==> src/hw/rlb_pkg.sv <==
// Package: register map, field layout and carrier types for the relay bank
package rlb_pkg;

  localparam int unsigned PORT_COUNT = 4;
  localparam int unsigned PORT_WIDTH = 8;
  localparam int unsigned ADDR_WIDTH = 2;
  localparam int unsigned RELAY_COUNT = PORT_COUNT * PORT_WIDTH;

  // Byte offsets from the I/O base
  localparam logic [ADDR_WIDTH-1:0] RELAY_BANK_ONE_DRIVE_OFS = 2'h0;
  localparam logic [ADDR_WIDTH-1:0] RELAY_BANK_TWO_DRIVE_OFS = 2'h1;
  localparam logic [ADDR_WIDTH-1:0] RELAY_BANK_THREE_DRIVE_OFS = 2'h2;
  localparam logic [ADDR_WIDTH-1:0] RELAY_BANK_FOUR_DRIVE_OFS = 2'h3;

  // Reset value of every drive register: all relays open
  localparam logic [PORT_WIDTH-1:0] DRIVE_RESET = 8'h00;
  localparam logic [PORT_WIDTH-1:0] READ_IDLE = 8'h00;

  typedef logic [PORT_WIDTH-1:0] rlb_byte_t;
  typedef logic [ADDR_WIDTH-1:0] rlb_addr_t;

  // Host access request
  typedef struct packed {
    logic write;
    logic read;
    rlb_addr_t addr;
    rlb_byte_t data;
  } rlb_req_s;

  // Read answer
  typedef struct packed {
    logic valid;
    rlb_byte_t data;
  } rlb_rsp_s;

endpackage : rlb_pkg

==> src/hw/rlb_drive_store.sv <==
// Four byte-wide relay drive registers with registered read-back
`timescale 1ns/1ns

module rlb_drive_store
(
  input wire logic i_clock,
  input wire logic i_reset,
  input wire logic i_write,
  input wire logic i_read,
  input wire rlb_pkg::rlb_addr_t i_addr,
  input wire rlb_pkg::rlb_byte_t i_data,
  output logic [rlb_pkg::RELAY_COUNT-1:0] o_drive,
  output rlb_pkg::rlb_byte_t o_read_data
);

  rlb_pkg::rlb_byte_t store_reg [rlb_pkg::PORT_COUNT];
  rlb_pkg::rlb_byte_t read_reg;
  rlb_pkg::rlb_byte_t read_next;

  // Ones complement of the live drive value
  assign read_next = i_read ? ~store_reg[i_addr] : rlb_pkg::READ_IDLE;

  genvar g;
  generate
    for (g = 0; g < rlb_pkg::PORT_COUNT; g++)
    begin : g_port
      wire logic hit;
      assign hit = i_write && (i_addr == rlb_pkg::rlb_addr_t'(g));
      always_ff @(posedge i_clock)
      begin
        if (i_reset)
          store_reg[g] <= rlb_pkg::DRIVE_RESET;
        else if (hit)
          store_reg[g] <= i_data;
      end
      // Bit b of port g drives relay 8g+b+1
      assign o_drive[g*rlb_pkg::PORT_WIDTH +: rlb_pkg::PORT_WIDTH] =
        store_reg[g];
    end
  endgenerate

  always_ff @(posedge i_clock)
  begin
    if (i_reset)
      read_reg <= rlb_pkg::READ_IDLE;
    else
      read_reg <= read_next;
  end

  assign o_read_data = read_reg;

endmodule : rlb_drive_store

==> src/hw/rlb_relay_bank.sv <==
// Top of the relay output port bank: host port and relay coil drive
`timescale 1ns/1ns

// Behaviour
// Four eight-bit relay output ports sit at small offsets from base.
// Port n decodes at base plus n; bit b drives relay 8n+b+1.
// Port numbers count from zero, one per consecutive offset.
// Reading a port returns the inverse of its current drive value.
// Writing one to a bit closes that relay.
// A relay with a zero drive bit stays open.
// No input ports; every address is a writable, readable output.
// Reset clears all drive registers, so reads then return all ones.
module rlb_relay_bank
(
  input wire logic i_clock,
  input wire logic i_reset,
  input wire rlb_pkg::rlb_req_s i_req,
  output rlb_pkg::rlb_rsp_s o_rsp,
  output logic [rlb_pkg::RELAY_COUNT-1:0] o_relay_close
);

  // ==========================================================
  // Decode helpers

  // True when the offset selects port idx
  function automatic logic rlb_port_match
  (
    input rlb_pkg::rlb_addr_t addr,
    input int unsigned idx
  );
    return addr == rlb_pkg::rlb_addr_t'(idx);
  endfunction : rlb_port_match

  // A read counts only when no write shares its cycle
  function automatic logic rlb_read_only
  (
    input logic rd,
    input logic wr
  );
    return rd && !wr;
  endfunction : rlb_read_only

  // Linear relay bit index of bit b in port idx
  function automatic int unsigned rlb_relay_index
  (
    input int unsigned idx,
    input int unsigned b
  );
    return idx * rlb_pkg::PORT_WIDTH + b;
  endfunction : rlb_relay_index

  // ==========================================================
  // Request signals

  wire logic req_write;
  wire logic req_read;
  wire rlb_pkg::rlb_addr_t req_addr;
  wire rlb_pkg::rlb_byte_t req_data;

  wire logic wr_take;
  wire logic rd_take;

  wire logic [rlb_pkg::PORT_COUNT-1:0] wr_sel;
  wire logic [rlb_pkg::PORT_COUNT-1:0] rd_sel;
  wire logic rd_hit;

  // ==========================================================
  // Store and coil signals

  // Relay-wide drive and coil vectors
  wire logic [rlb_pkg::RELAY_COUNT-1:0] drive;
  wire logic [rlb_pkg::RELAY_COUNT-1:0] close_vec;
  rlb_pkg::rlb_byte_t read_data;

  // ==========================================================
  // Response signals

  // Registered answer to the host
  wire rlb_pkg::rlb_rsp_s rsp_vec;
  logic valid_reg;
  logic valid_next;

  // ==========================================================
  // Request fields

  // Named views of the request struct
  assign req_write = i_req.write;
  assign req_read = i_req.read;
  assign req_addr = i_req.addr;
  assign req_data = i_req.data;

  // ==========================================================
  // Request decode

  // Write wins over a read in the same cycle
  assign wr_take = req_write;
  assign rd_take = rlb_read_only(req_read, req_write);

  // ==========================================================
  // Port select

  // One-hot selects for write and read
  genvar p;
  generate

    for (p = 0; p < rlb_pkg::PORT_COUNT; p++)
    begin : g_sel

      assign wr_sel[p] = wr_take && rlb_port_match(req_addr, p);
      assign rd_sel[p] = rd_take && rlb_port_match(req_addr, p);

    end

  endgenerate

  // Every offset selects an implemented output port
  assign rd_hit = |rd_sel;

  // ==========================================================
  // Drive store

  // Registers live here; read data leave them inverted
  rlb_drive_store u_store
  (
    .i_clock(i_clock),
    .i_reset(i_reset),
    .i_write(wr_take),
    .i_read(rd_take),
    .i_addr(req_addr),
    .i_data(req_data),
    .o_drive(drive),
    .o_read_data(read_data)
  );

  // ==========================================================
  // Coil hold registers
  // Coils reload only after a write to their own port

  genvar q;
  genvar b;
  generate

    for (q = 0; q < rlb_pkg::PORT_COUNT; q++)
    begin : g_coil

      rlb_pkg::rlb_byte_t lane;
      logic load_reg;
      logic load_next;

      assign lane = drive[rlb_relay_index(q, 0) +: rlb_pkg::PORT_WIDTH];
      assign load_next = wr_sel[q];

      // Pulse marks the cycle after a write to this port
      always_ff @(posedge i_clock)
      begin
        if (i_reset)
        begin
          load_reg <= 1'b0;
        end
        else
        begin
          load_reg <= load_next;
        end
      end

      for (b = 0; b < rlb_pkg::PORT_WIDTH; b++)
      begin : g_bit

        localparam int unsigned RELAY_IDX = rlb_relay_index(q, b);
        logic hold_reg;
        logic hold_next;

        // Relay 8q+b+1 follows drive bit b of port q
        assign hold_next = load_reg ? lane[b] : hold_reg;

        // Reset leaves every coil open
        always_ff @(posedge i_clock)
        begin
          if (i_reset)
          begin
            hold_reg <= rlb_pkg::DRIVE_RESET[b];
          end
          else
          begin
            hold_reg <= hold_next;
          end
        end

        assign close_vec[RELAY_IDX] = hold_reg;
      end
    end

  endgenerate

  // ==========================================================
  // Read response

  // One-cycle valid after each accepted read
  assign valid_next = rd_hit;

  always_ff @(posedge i_clock)
  begin
    if (i_reset)
    begin
      valid_reg <= 1'b0;
    end
    else
    begin
      valid_reg <= valid_next;
    end
  end

  // ==========================================================
  // Outputs

  // Read data stay zero between reads
  assign rsp_vec = '{valid: valid_reg, data: read_data};
  assign o_rsp = rsp_vec;

  // Bit k closes relay k+1
  assign o_relay_close = close_vec;

endmodule : rlb_relay_bank

==> config.mk <==
export PLATFORM = sky130hd
export DESIGN_NAME = rlb_relay_bank
export DESIGN_NICKNAME = d
export VERILOG_FILES = /design/src/hw/rlb_pkg.sv /design/src/hw/rlb_drive_store.sv /design/src/hw/rlb_relay_bank.sv
export SDC_FILE = /design/constraint.sdc
export NUM_CORES = 1
export LEC_CHECK = 0
export BUFFER_PORTS_ARGS = -buffer_cell sky130_fd_sc_hd__buf_2
export CELL_PAD_IN_SITES_DETAIL_PLACEMENT = 1
export CELL_PAD_IN_SITES_GLOBAL_PLACEMENT = 1
export CORE_MARGIN = 3
export CORE_UTILIZATION = 32
export CTS_CLUSTER_DIAMETER = 30
export DETAILED_ROUTE_END_ITERATION = 6
export HOLD_SLACK_MARGIN = 0.12
export PLACE_DENSITY_LB_ADDON = 0.1
export SYNTH_ARGS = -nofsm -noshare
export SYNTH_HDL_FRONTEND = slang
export SYNTH_HIERARCHICAL = 1
export SYNTH_SLANG_ARGS = --single-unit
==> constraint.sdc <==
create_clock -name i_clock -period 1.4 [get_ports i_clock]
set_input_delay 0.28 -clock i_clock [delete_from_list [all_inputs] [get_ports i_clock]]
set_output_delay 0.28 -clock i_clock [all_outputs]
set_load 0.02 [all_outputs]
[Yosys cells after proc, flatten, opt, wreduce, memory -nomap -nowiden]
Memories as Yosys holds them, arrays and structs flattened. A register that Yosys moved wholly into a read port is not among the register bits.
Cells that the tools add are included.
Storage, ports and cells
  memories: 1
  flip-flop bits (word level): 13
  input bits: 14
  RAM bits: 32
  output and inout port bits: 41
Memory list
  u_store.store_reg: depth 4, width 8, rd ports 5, clocked after Yosys merged registers in 4, wr ports 4, RTL line rlb_drive_store.sv:16  | rlb_pkg::rlb_byte_t store_reg [rlb_pkg::PORT_COUNT];
Operators by class
  mux-type cells: 18
  equal/unequal tests: 3
  reductions and logical operators: 13
  bitwise gates (word level): 6
Operators with widths (count)
  2-to-1 mux 8 bit: 4
  2-to-1 mux 1 bit: 14
  logical AND 1 bit: 9
  NOT 8 bit: 1
  == test 2 bit (second input constant): 2
  bitwise OR 1 bit: 4
  OR reduction 4 bit: 1
  == test 2 x 1 -> 1 bit (second input constant): 1
  logical NOT 2 bit: 1
  OR reduction 2 bit: 1
  logical NOT 1 bit: 1
  NOT 1 bit: 1

[Depth between registers and ports, before layout]
Gate-level depths: netlist of run 1.
  word-level depth: 6
  depth in mapped cells: 4

[By module]
The synthesis of run 1 kept the hierarchy.
By module, submodules not included
  rlb_drive_store: instances 1, cells each 113, area an instance 1769.2 um^2
  rlb_relay_bank: instances 1, cells each 148, area an instance 1581.5 um^2

[Worst setup path after synthesis of run 1]
No wires, ideal clock.
  path type: input-to-reg
  start: in i_req[10] in the netlist's numbering
  end: reg u_store.read_reg[6] (netlist: u_store/o_read_data[6])
  setup slack: 0.265 ns
  data required time: 1.326 ns
  stages on the path: 4
  buffers on the path: 1
  library setup time: 0.074 ns
  data arrival time: 1.061 ns
  cells stage by stage: nor2b_1 -> or3b_1 -> buf_6 -> o22ai_2
Between the ends
  word-level cells in the longest chain between the ends: 3
RTL lines
  start, declared: RTL line rlb_relay_bank.sv:17  | input wire rlb_pkg::rlb_req_s i_req,
  logical AND 1 bit: RTL line rlb_relay_bank.sv:40  | return rd && !wr;
  NOT 1 bit (no source line)
  OR reduction 2 bit (no source line)
  end signal, assigned: RTL line rlb_drive_store.sv:45  | read_reg <= rlb_pkg::READ_IDLE;
  end signal, assigned: RTL line rlb_drive_store.sv:47  | read_reg <= read_next;
  end, declared: RTL line rlb_drive_store.sv:17  | rlb_pkg::rlb_byte_t read_reg;
No other way between the ends.
A chain may end at the register's enable or synchronous reset.

[Final worst setup path of run 1]
  start: reg u_store.read_reg[4] (netlist: u_store/o_read_data[4])
  end: out o_rsp[4] in the netlist's numbering
RTL lines
  end, declared: RTL line rlb_relay_bank.sv:18  | output rlb_pkg::rlb_rsp_s o_rsp,
No word-level cell between the ends.

==> impl_metrics.csv, run 1 <==
group,metric,value,unit
run_status,status,"complete, no violations",
clocking,clk_pin_slew,0.08,ns
global_route,antenna_found_initial,0,
yosys,synth_top_area_frac,0.287,
sta,setup-violations-final,0,
global_route,grt_pass1_vias,1982,
global_route,grt_max_degree,18,
placed_design,gp_congestion,0.685,
yosys,ys_seq_elements,77,
worst_setup_path,cp.arrival,0.87,ns
clocking,cts_resized,0,
power_and_ir_drop,power.clock.fraction,0.383,
worst_setup_path,endpoint_kind,"primary output",
worst_setup_path,path_cells,"buf_2",
worst_setup_path,crit_path_max_fanout,1,
clocking,cts_inserted_buffers,9,
clocking,htreeDepth,3,
clocking,cts_root_buf,"clkbuf_8",
die,core,9950,um2
global_route,grt_overflow_total,0,
power_and_ir_drop,switching_share,0.229,
hold_path,whs_endpoint,"u_store/store_reg[0][1]$_SDFFCE_PN0P_",
clocking,insertion_delay,0.35,ns
placed_design,portBuffers,54,
worst_setup_path,crit-reg2reg-launch,"g_coil[0].load_reg$_SDFF_PP0_",
power_and_ir_drop,irDropWorstVdd,0.000433,V
yosys,synth_top_family_by_area,"multiplexers",
power_and_ir_drop,power_frac_seq,0.538,
die,die_h,108,um
sta,max_freq,0.870,GHz
worst_setup_path,crit_family,"flip-flops",
sta,hold_viol_final,0,
yosys,ys_top_cells_by_area,"edfxtp_1 29%, dfxtp_1 27%, mux2i_1 9.6%",
worst_setup_path,crit_cells,1,
die,num_io_pins,55,
clocking,cts.sinks,77,
final_layout,final_nets,304,
power_and_ir_drop,p_per_area,1250,nW/um2
power_and_ir_drop,pwr-share-comb,0.079,
sta,min_period_over_period,0.821,
placed_design,hpwl,5.19,mm
clocking,clockBufferDepth,2,
final_layout,antennaDiodeCount,0,
power_and_ir_drop,cellLeakagePower,1.49,nW
run,drv_cap,0,
sta,slew_headroom,0.670,
yosys,yosysTopAreaCell,"edfxtp_1",
power_and_ir_drop,finalPower,4.64,mW
hold_path,hold_path.class,"in2reg",
worst_setup_path,r2r-end,"g_coil[0].g_bit[7].hold_reg$_SDFFE_PP0P_",
die,dieWidth,108,um
final_layout,nFillCells,1086,
final_layout,syn_to_final_growth,10.5,%
detailed_routing,wl_per_cell,16.5,um
worst_setup_path,cp_data_required_time,1.12,ns
yosys,synth-simple-area-share,0.138,
detailed_routing,wl,7.05,mm
power_and_ir_drop,power.internal,3.58,mW
hold_path,worstHoldStart,"i_req[1]",
worst_setup_path,worst_path_max_delay_cell,"dfxtp_1",
worst_setup_path,cp-start-kind,"flip-flop",
detailed_routing,detail-route-antenna-nets,0,
detailed_routing,drc,0,
sta,skew,0.0114,ns
clocking,tritoncts,"done",
yosys,syn_nets,275,
worst_setup_path,cp_num_buf_inv,1,
yosys,syn_inst,261,
final_layout,drive_gt1_frac,0.383,
sta,tightestPinTransition,0.493,ns
detailed_routing,firstDrtPassIters,4,
sta,rsz0062_at_grt,"false",
yosys,syn_area,3350,um2
die,row_count,36,
die,dieArea,11700,um2
yosys,yosysSeqAreaShare,0.556,
yosys,avgSynthCellArea,12.8,um2
clocking,postCtsHoldBufs,0,
yosys,post_synth_fa_ha_maj_area_fraction,0,
worst_setup_path,r2r_slack,0.36,ns
detailed_routing,drtIter0Drc,39,
worst_setup_path,criticalPathCategory,"reg2out",
yosys,muxShareOfSynthArea,0.149,
yosys,synth_compound_area_frac,0.0403,
detailed_routing,vias,1894,
detailed_routing,routed_via_density,4.43,
global_route,grt_util_all_layers,0.130,
power_and_ir_drop,p_switching,1.06,mW
yosys,synth_xor_area_frac,0,
global_route,grt_first_pass_wirelength,11.1,mm
worst_setup_path,worst-r2r-cell-count,2,
yosys,yosysUniqueCellTypes,19,
hold_path,hold_depth,2,
final_layout,post-route-util,0.372,
sta,drv_slew,0,
sta,fin_crit,1.15,ns
worst_setup_path,cpPeakStageDelay,0.35,ns
yosys,yosysWarnings,6,
die,start_util,0.337,
clocking,cts_setup_buffers,0,
==> synthesized netlist by cell type <==
cell type and n:
inv_1 2, and4b_1 2, buf_2 1, dfxtp_1 45, a31o_2 4, and2_1 32, edfxtp_1 32, nor2b_1 2
nor2_1 32, and4bb_2 4, buf_6 11, nor4b_4 1, o22ai_2 8, or3b_1 1, mux2_2 16, buf_4 34
mux2i_1 32, nor4b_2 1, nand3b_2 1
==> logic make-up after synthesis <==
group | count (synthesis)
flip-flops | 77
AND/OR/NAND/NOR | 76
multiplexers | 48
buffers and inverters | 48
AO/OA/AOI/OAI | 12
==> worst max-delay path by stage <==
stage	from	to	slack, ns
2_1_floorplan	i_req[10]	u_store/o_read_data[6]$_SDFF_PP0_	0.26
4_1_cts	g_coil[3].g_bit[0].hold_reg$_SDFFE_PP0P_	o_relay_close[24]	0.23
3_3_place_gp	i_req[11]	u_store/store_reg[0][2]$_SDFFCE_PN0P_	0.02
3_5_place_dp	i_req[11]	u_store/o_read_data[6]$_SDFF_PP0_	-0.008
6_report	u_store/o_read_data[4]$_SDFF_PP0_	o_rsp[4]	0.25
5_1_grt	g_coil[3].g_bit[0].hold_reg$_SDFFE_PP0P_	o_relay_close[24]	0.20
==> through the flow <==
step / instances / setup TNS (ns) / hold WS, ns / worst slack [ns] / area (um2)
floorplan: 261 / 0 / 0.351 / 0.265 / 3350
global placement: 412 / 0 / 0.468 / 0.0215 / 3490
detailed placement: 412 / -0.0157 / 0.478 / -0.00832 / 3490
CTS: 428 / 0 / 0.261 / 0.225 / 3700
global route: 428 / 0 / 0.265 / 0.197 / 3700
finish: 428 / 0 / 0.275 / 0.251 / 3700
==> routing by layer <==
layer	routed length (um)	track usage
met3	329	0.0370
met4	114	0.0541
met5	0	0
met1	3280	0.170
met2	3330	0.202
==> power by group through the flow <==
stage | logic [mW] | registers [mW] | clock network, mW
after floorplan | 0.275 | 2.54 | 0
after global placement | 0.370 | 2.55 | 0
after detailed placement | 0.375 | 2.55 | 0
after CTS | 0.376 | 2.50 | 1.84
after global routing | 0.400 | 2.51 | 1.96
final | 0.364 | 2.50 | 1.78
==> cells in the final DEF, fill, tap and decap left out, types with 4 or more instances in the layout <==
master and n:
edfxtp_1 32, and2_1 32, mux2_2 16, a31o_2 4
buf_4 9, buf_2 54, dfxtp_1 45, mux2i_1 32
and4bb_2 4, o22ai_2 8, nor2_1 32, clkbuf_8 10
==> final cells by class <==
cell class / instances / area, um2 / share of cell area
multi-input cells: 136 / 1100 / 0.296
clock buffers: 13 / 170 / 0.0459
inverters: 2 / 7.51 / 0.00203
flip-flops and latches: 77 / 1860 / 0.503
well taps: 133 / 166 / 0.0449
repair buffers: 64 / 358 / 0.0966
clock inverters: 3 / 42.5 / 0.0115
(Power assumes the default switching activity.)
==> run 2: changes to the inputs <==
==> constraint.sdc (replaced) <==
create_clock -name i_clock -period 1.2 [get_ports i_clock]
set_input_delay 0.24 -clock i_clock [delete_from_list [all_inputs] [get_ports i_clock]]
set_output_delay 0.24 -clock i_clock [all_outputs]
set_load 0.02 [all_outputs]
==> impl_metrics.csv, run 2 (synthesized netlist as in run 1, its figures left out) <==
group,metric,value,unit
run_status,status,"complete, no violations",
worst_setup_path,endpoint_kind,"primary output",
detailed_routing,wl,7.00,mm
sta,rsz0062_at_grt,"false",
sta,fin_ws,0.0876,ns
final_layout,antennaDiodeCount,0,
global_route,grt_max_degree,18,
clocking,clk_pin_slew,0.08,ns
sta,tightestPinTransition,0.297,ns
worst_setup_path,crit_start,"u_store/o_read_data[5]$_SDFF_PP0_",
die,dieWidth,108,um
die,num_io_pins,55,
sta,min_period_over_period,0.927,
power_and_ir_drop,power.internal,3.90,mW
final_layout,drive_gt1_frac,0.405,
placed_design,portBuffers,54,
worst_setup_path,crit-reg2reg-launch,"u_store/store_reg[3][1]$_SDFFCE_PN0P_",
detailed_routing,wl_per_cell,16.0,um
power_and_ir_drop,switching_share,0.239,
global_route,grt_first_pass_wirelength,11.0,mm
detailed_routing,firstDrtPassIters,4,
clocking,tritoncts,"done",
worst_setup_path,r2r-end,"u_store/o_read_data[1]$_SDFF_PP0_",
power_and_ir_drop,power.clock.fraction,0.345,
worst_setup_path,crit_cells,1,
worst_setup_path,cp-start-kind,"flip-flop",
worst_setup_path,r2r_slack,0.30,ns
worst_setup_path,cp_num_buf_inv,1,
clocking,cts_setup_buffers,0,
die,row_count,36,
global_route,grt_pass1_vias,1993,
die,die_h,108,um
sta,hold_viol_final,0,
global_route,grt_overflow_total,0,
sta,drv_slew,0,
sta,skew,0.00911,ns
placed_design,hpwl,5.14,mm
sta,fin_crit,1.11,ns
power_and_ir_drop,p_switching,1.23,mW
placed_design,pre_cts_slack,-0.0970,ns
sta,setup-violations-final,0,
run,drv_cap,0,
final_layout,final_cell_mix,"54 x buf_2, 45 x dfxtp_1",
power_and_ir_drop,pwr-share-comb,0.088,
global_route,antenna_found_initial,0,
clocking,clockBufferDepth,2,
worst_setup_path,criticalPathCategory,"reg2out",
hold_path,hold_path.class,"in2reg",
die,dieArea,11700,um2
sta,slew_headroom,0.801,
clocking,cts_root_buf,"clkbuf_8",
clocking,htreeDepth,3,
worst_setup_path,cpPeakStageDelay,0.36,ns
die,core,9950,um2
power_and_ir_drop,power_frac_seq,0.567,
final_layout,post-route-util,0.377,
worst_setup_path,cp-endpoint,"o_rsp[5]",
power_and_ir_drop,p_per_area,1370,nW/um2
global_route,grt_util_all_layers,0.128,
detailed_routing,drtIter0Drc,40,
worst_setup_path,path_cells,"buf_2",
worst_setup_path,crit_path_max_fanout,1,
sta,max_freq,0.899,GHz
worst_setup_path,worst-r2r-cell-count,2,
worst_setup_path,crit_family,"flip-flops",
clocking,cts.sinks,77,
clocking,cts_resized,0,
detailed_routing,routed_via_density,4.35,
worst_setup_path,cp_data_required_time,0.96,ns
worst_setup_path,cp.arrival,0.87,ns
final_layout,final_common_cell,"buf_2",
detailed_routing,drc,0,
clocking,insertion_delay,0.34,ns
final_layout,syn_to_final_growth,11.9,%
final_layout,nFillCells,1101,
hold_path,worstHoldStart,"i_req[4]",
placed_design,gp_congestion,0.697,
detailed_routing,vias,1900,
power_and_ir_drop,cellLeakagePower,1.52,nW
power_and_ir_drop,irDropWorstVdd,0.000470,V
worst_setup_path,worst_path_max_delay_cell,"dfxtp_1",
final_layout,final_nets,313,
clocking,postCtsHoldBufs,0,
detailed_routing,detail-route-antenna-nets,0,
clocking,cts_inserted_buffers,9,
die,start_util,0.337,
-- run 2: power by group through the flow --
stage               Combinational [mW]  Sequential [mW]  Clock (mW)
global placement                 0.458             2.97           0
global route                     0.492             2.93        1.98
CTS                              0.463             2.91        1.87
finish                           0.450             2.91        1.77
floorplan                        0.321             2.96           0
detailed placement               0.463             2.97           0
-- run 2: final cells by class --
cell class                      count  area [um2]  area share
Sequential cell                    77        1860       0.497
Clock buffer                       12         155      0.0414
Clock inverter                      4        22.5     0.00601
Tap cell                          133         166      0.0444
Multi-Input combinational cell    136        1100       0.293
Inverter                            2        7.51     0.00200
Timing Repair Buffer               73         438       0.117
-- run 2: worst reg2reg max path, delay by kind of cell, from the launching register on --
| kind | cells | cell delay [ns] |
|---|---|---|
| multiplexers | 1 | 0.29 |
| flip-flops | 1 | 0.42 |
| AO/OA/AOI/OAI | 1 | 0.12 |
-- run 2: metrics by stage --
stage	hold WS [ns]	setup TNS [ns]	power, mW	cells	area, um2
after floorplan	0.311	0	3.28	261	3350
after global placement	0.469	-1.54	3.43	421	3570
after detailed placement	0.480	-2.10	3.44	421	3570
after CTS	0.220	0	5.25	437	3750
after global routing	0.229	0	5.40	437	3750
final	0.239	0	5.13	437	3750
-- run 2: metal layers --
| metal | wire length (um) | vias up | GRT usage |
|---|---|---|---|
| met3 | 323 | 8 | 0.0358 |
| met1 | 3310 | 904 | 0.174 |
| met2 | 3280 | 44 | 0.198 |
| met5 | 0 | - | 0 |
| met4 | 90 | 0 | 0.0406 |
| li1 | - | 944 | - |
-- run 2: worst min-delay path by stage --
stage	end	cells past startpoint	slack [ns]
floorplan	g_coil[0].load_reg$_SDFF_PP0_	1	0.31
global placement	g_coil[2].g_bit[1].hold_reg$_SDFFE_PP0P_	2	0.47
detailed placement	g_coil[0].g_bit[7].hold_reg$_SDFFE_PP0P_	2	0.48
CTS	u_store/store_reg[2][0]$_SDFFCE_PN0P_	2	0.22
global route	u_store/store_reg[1][2]$_SDFFCE_PN0P_	2	0.23
finish	u_store/store_reg[2][4]$_SDFFCE_PN0P_	2	0.24
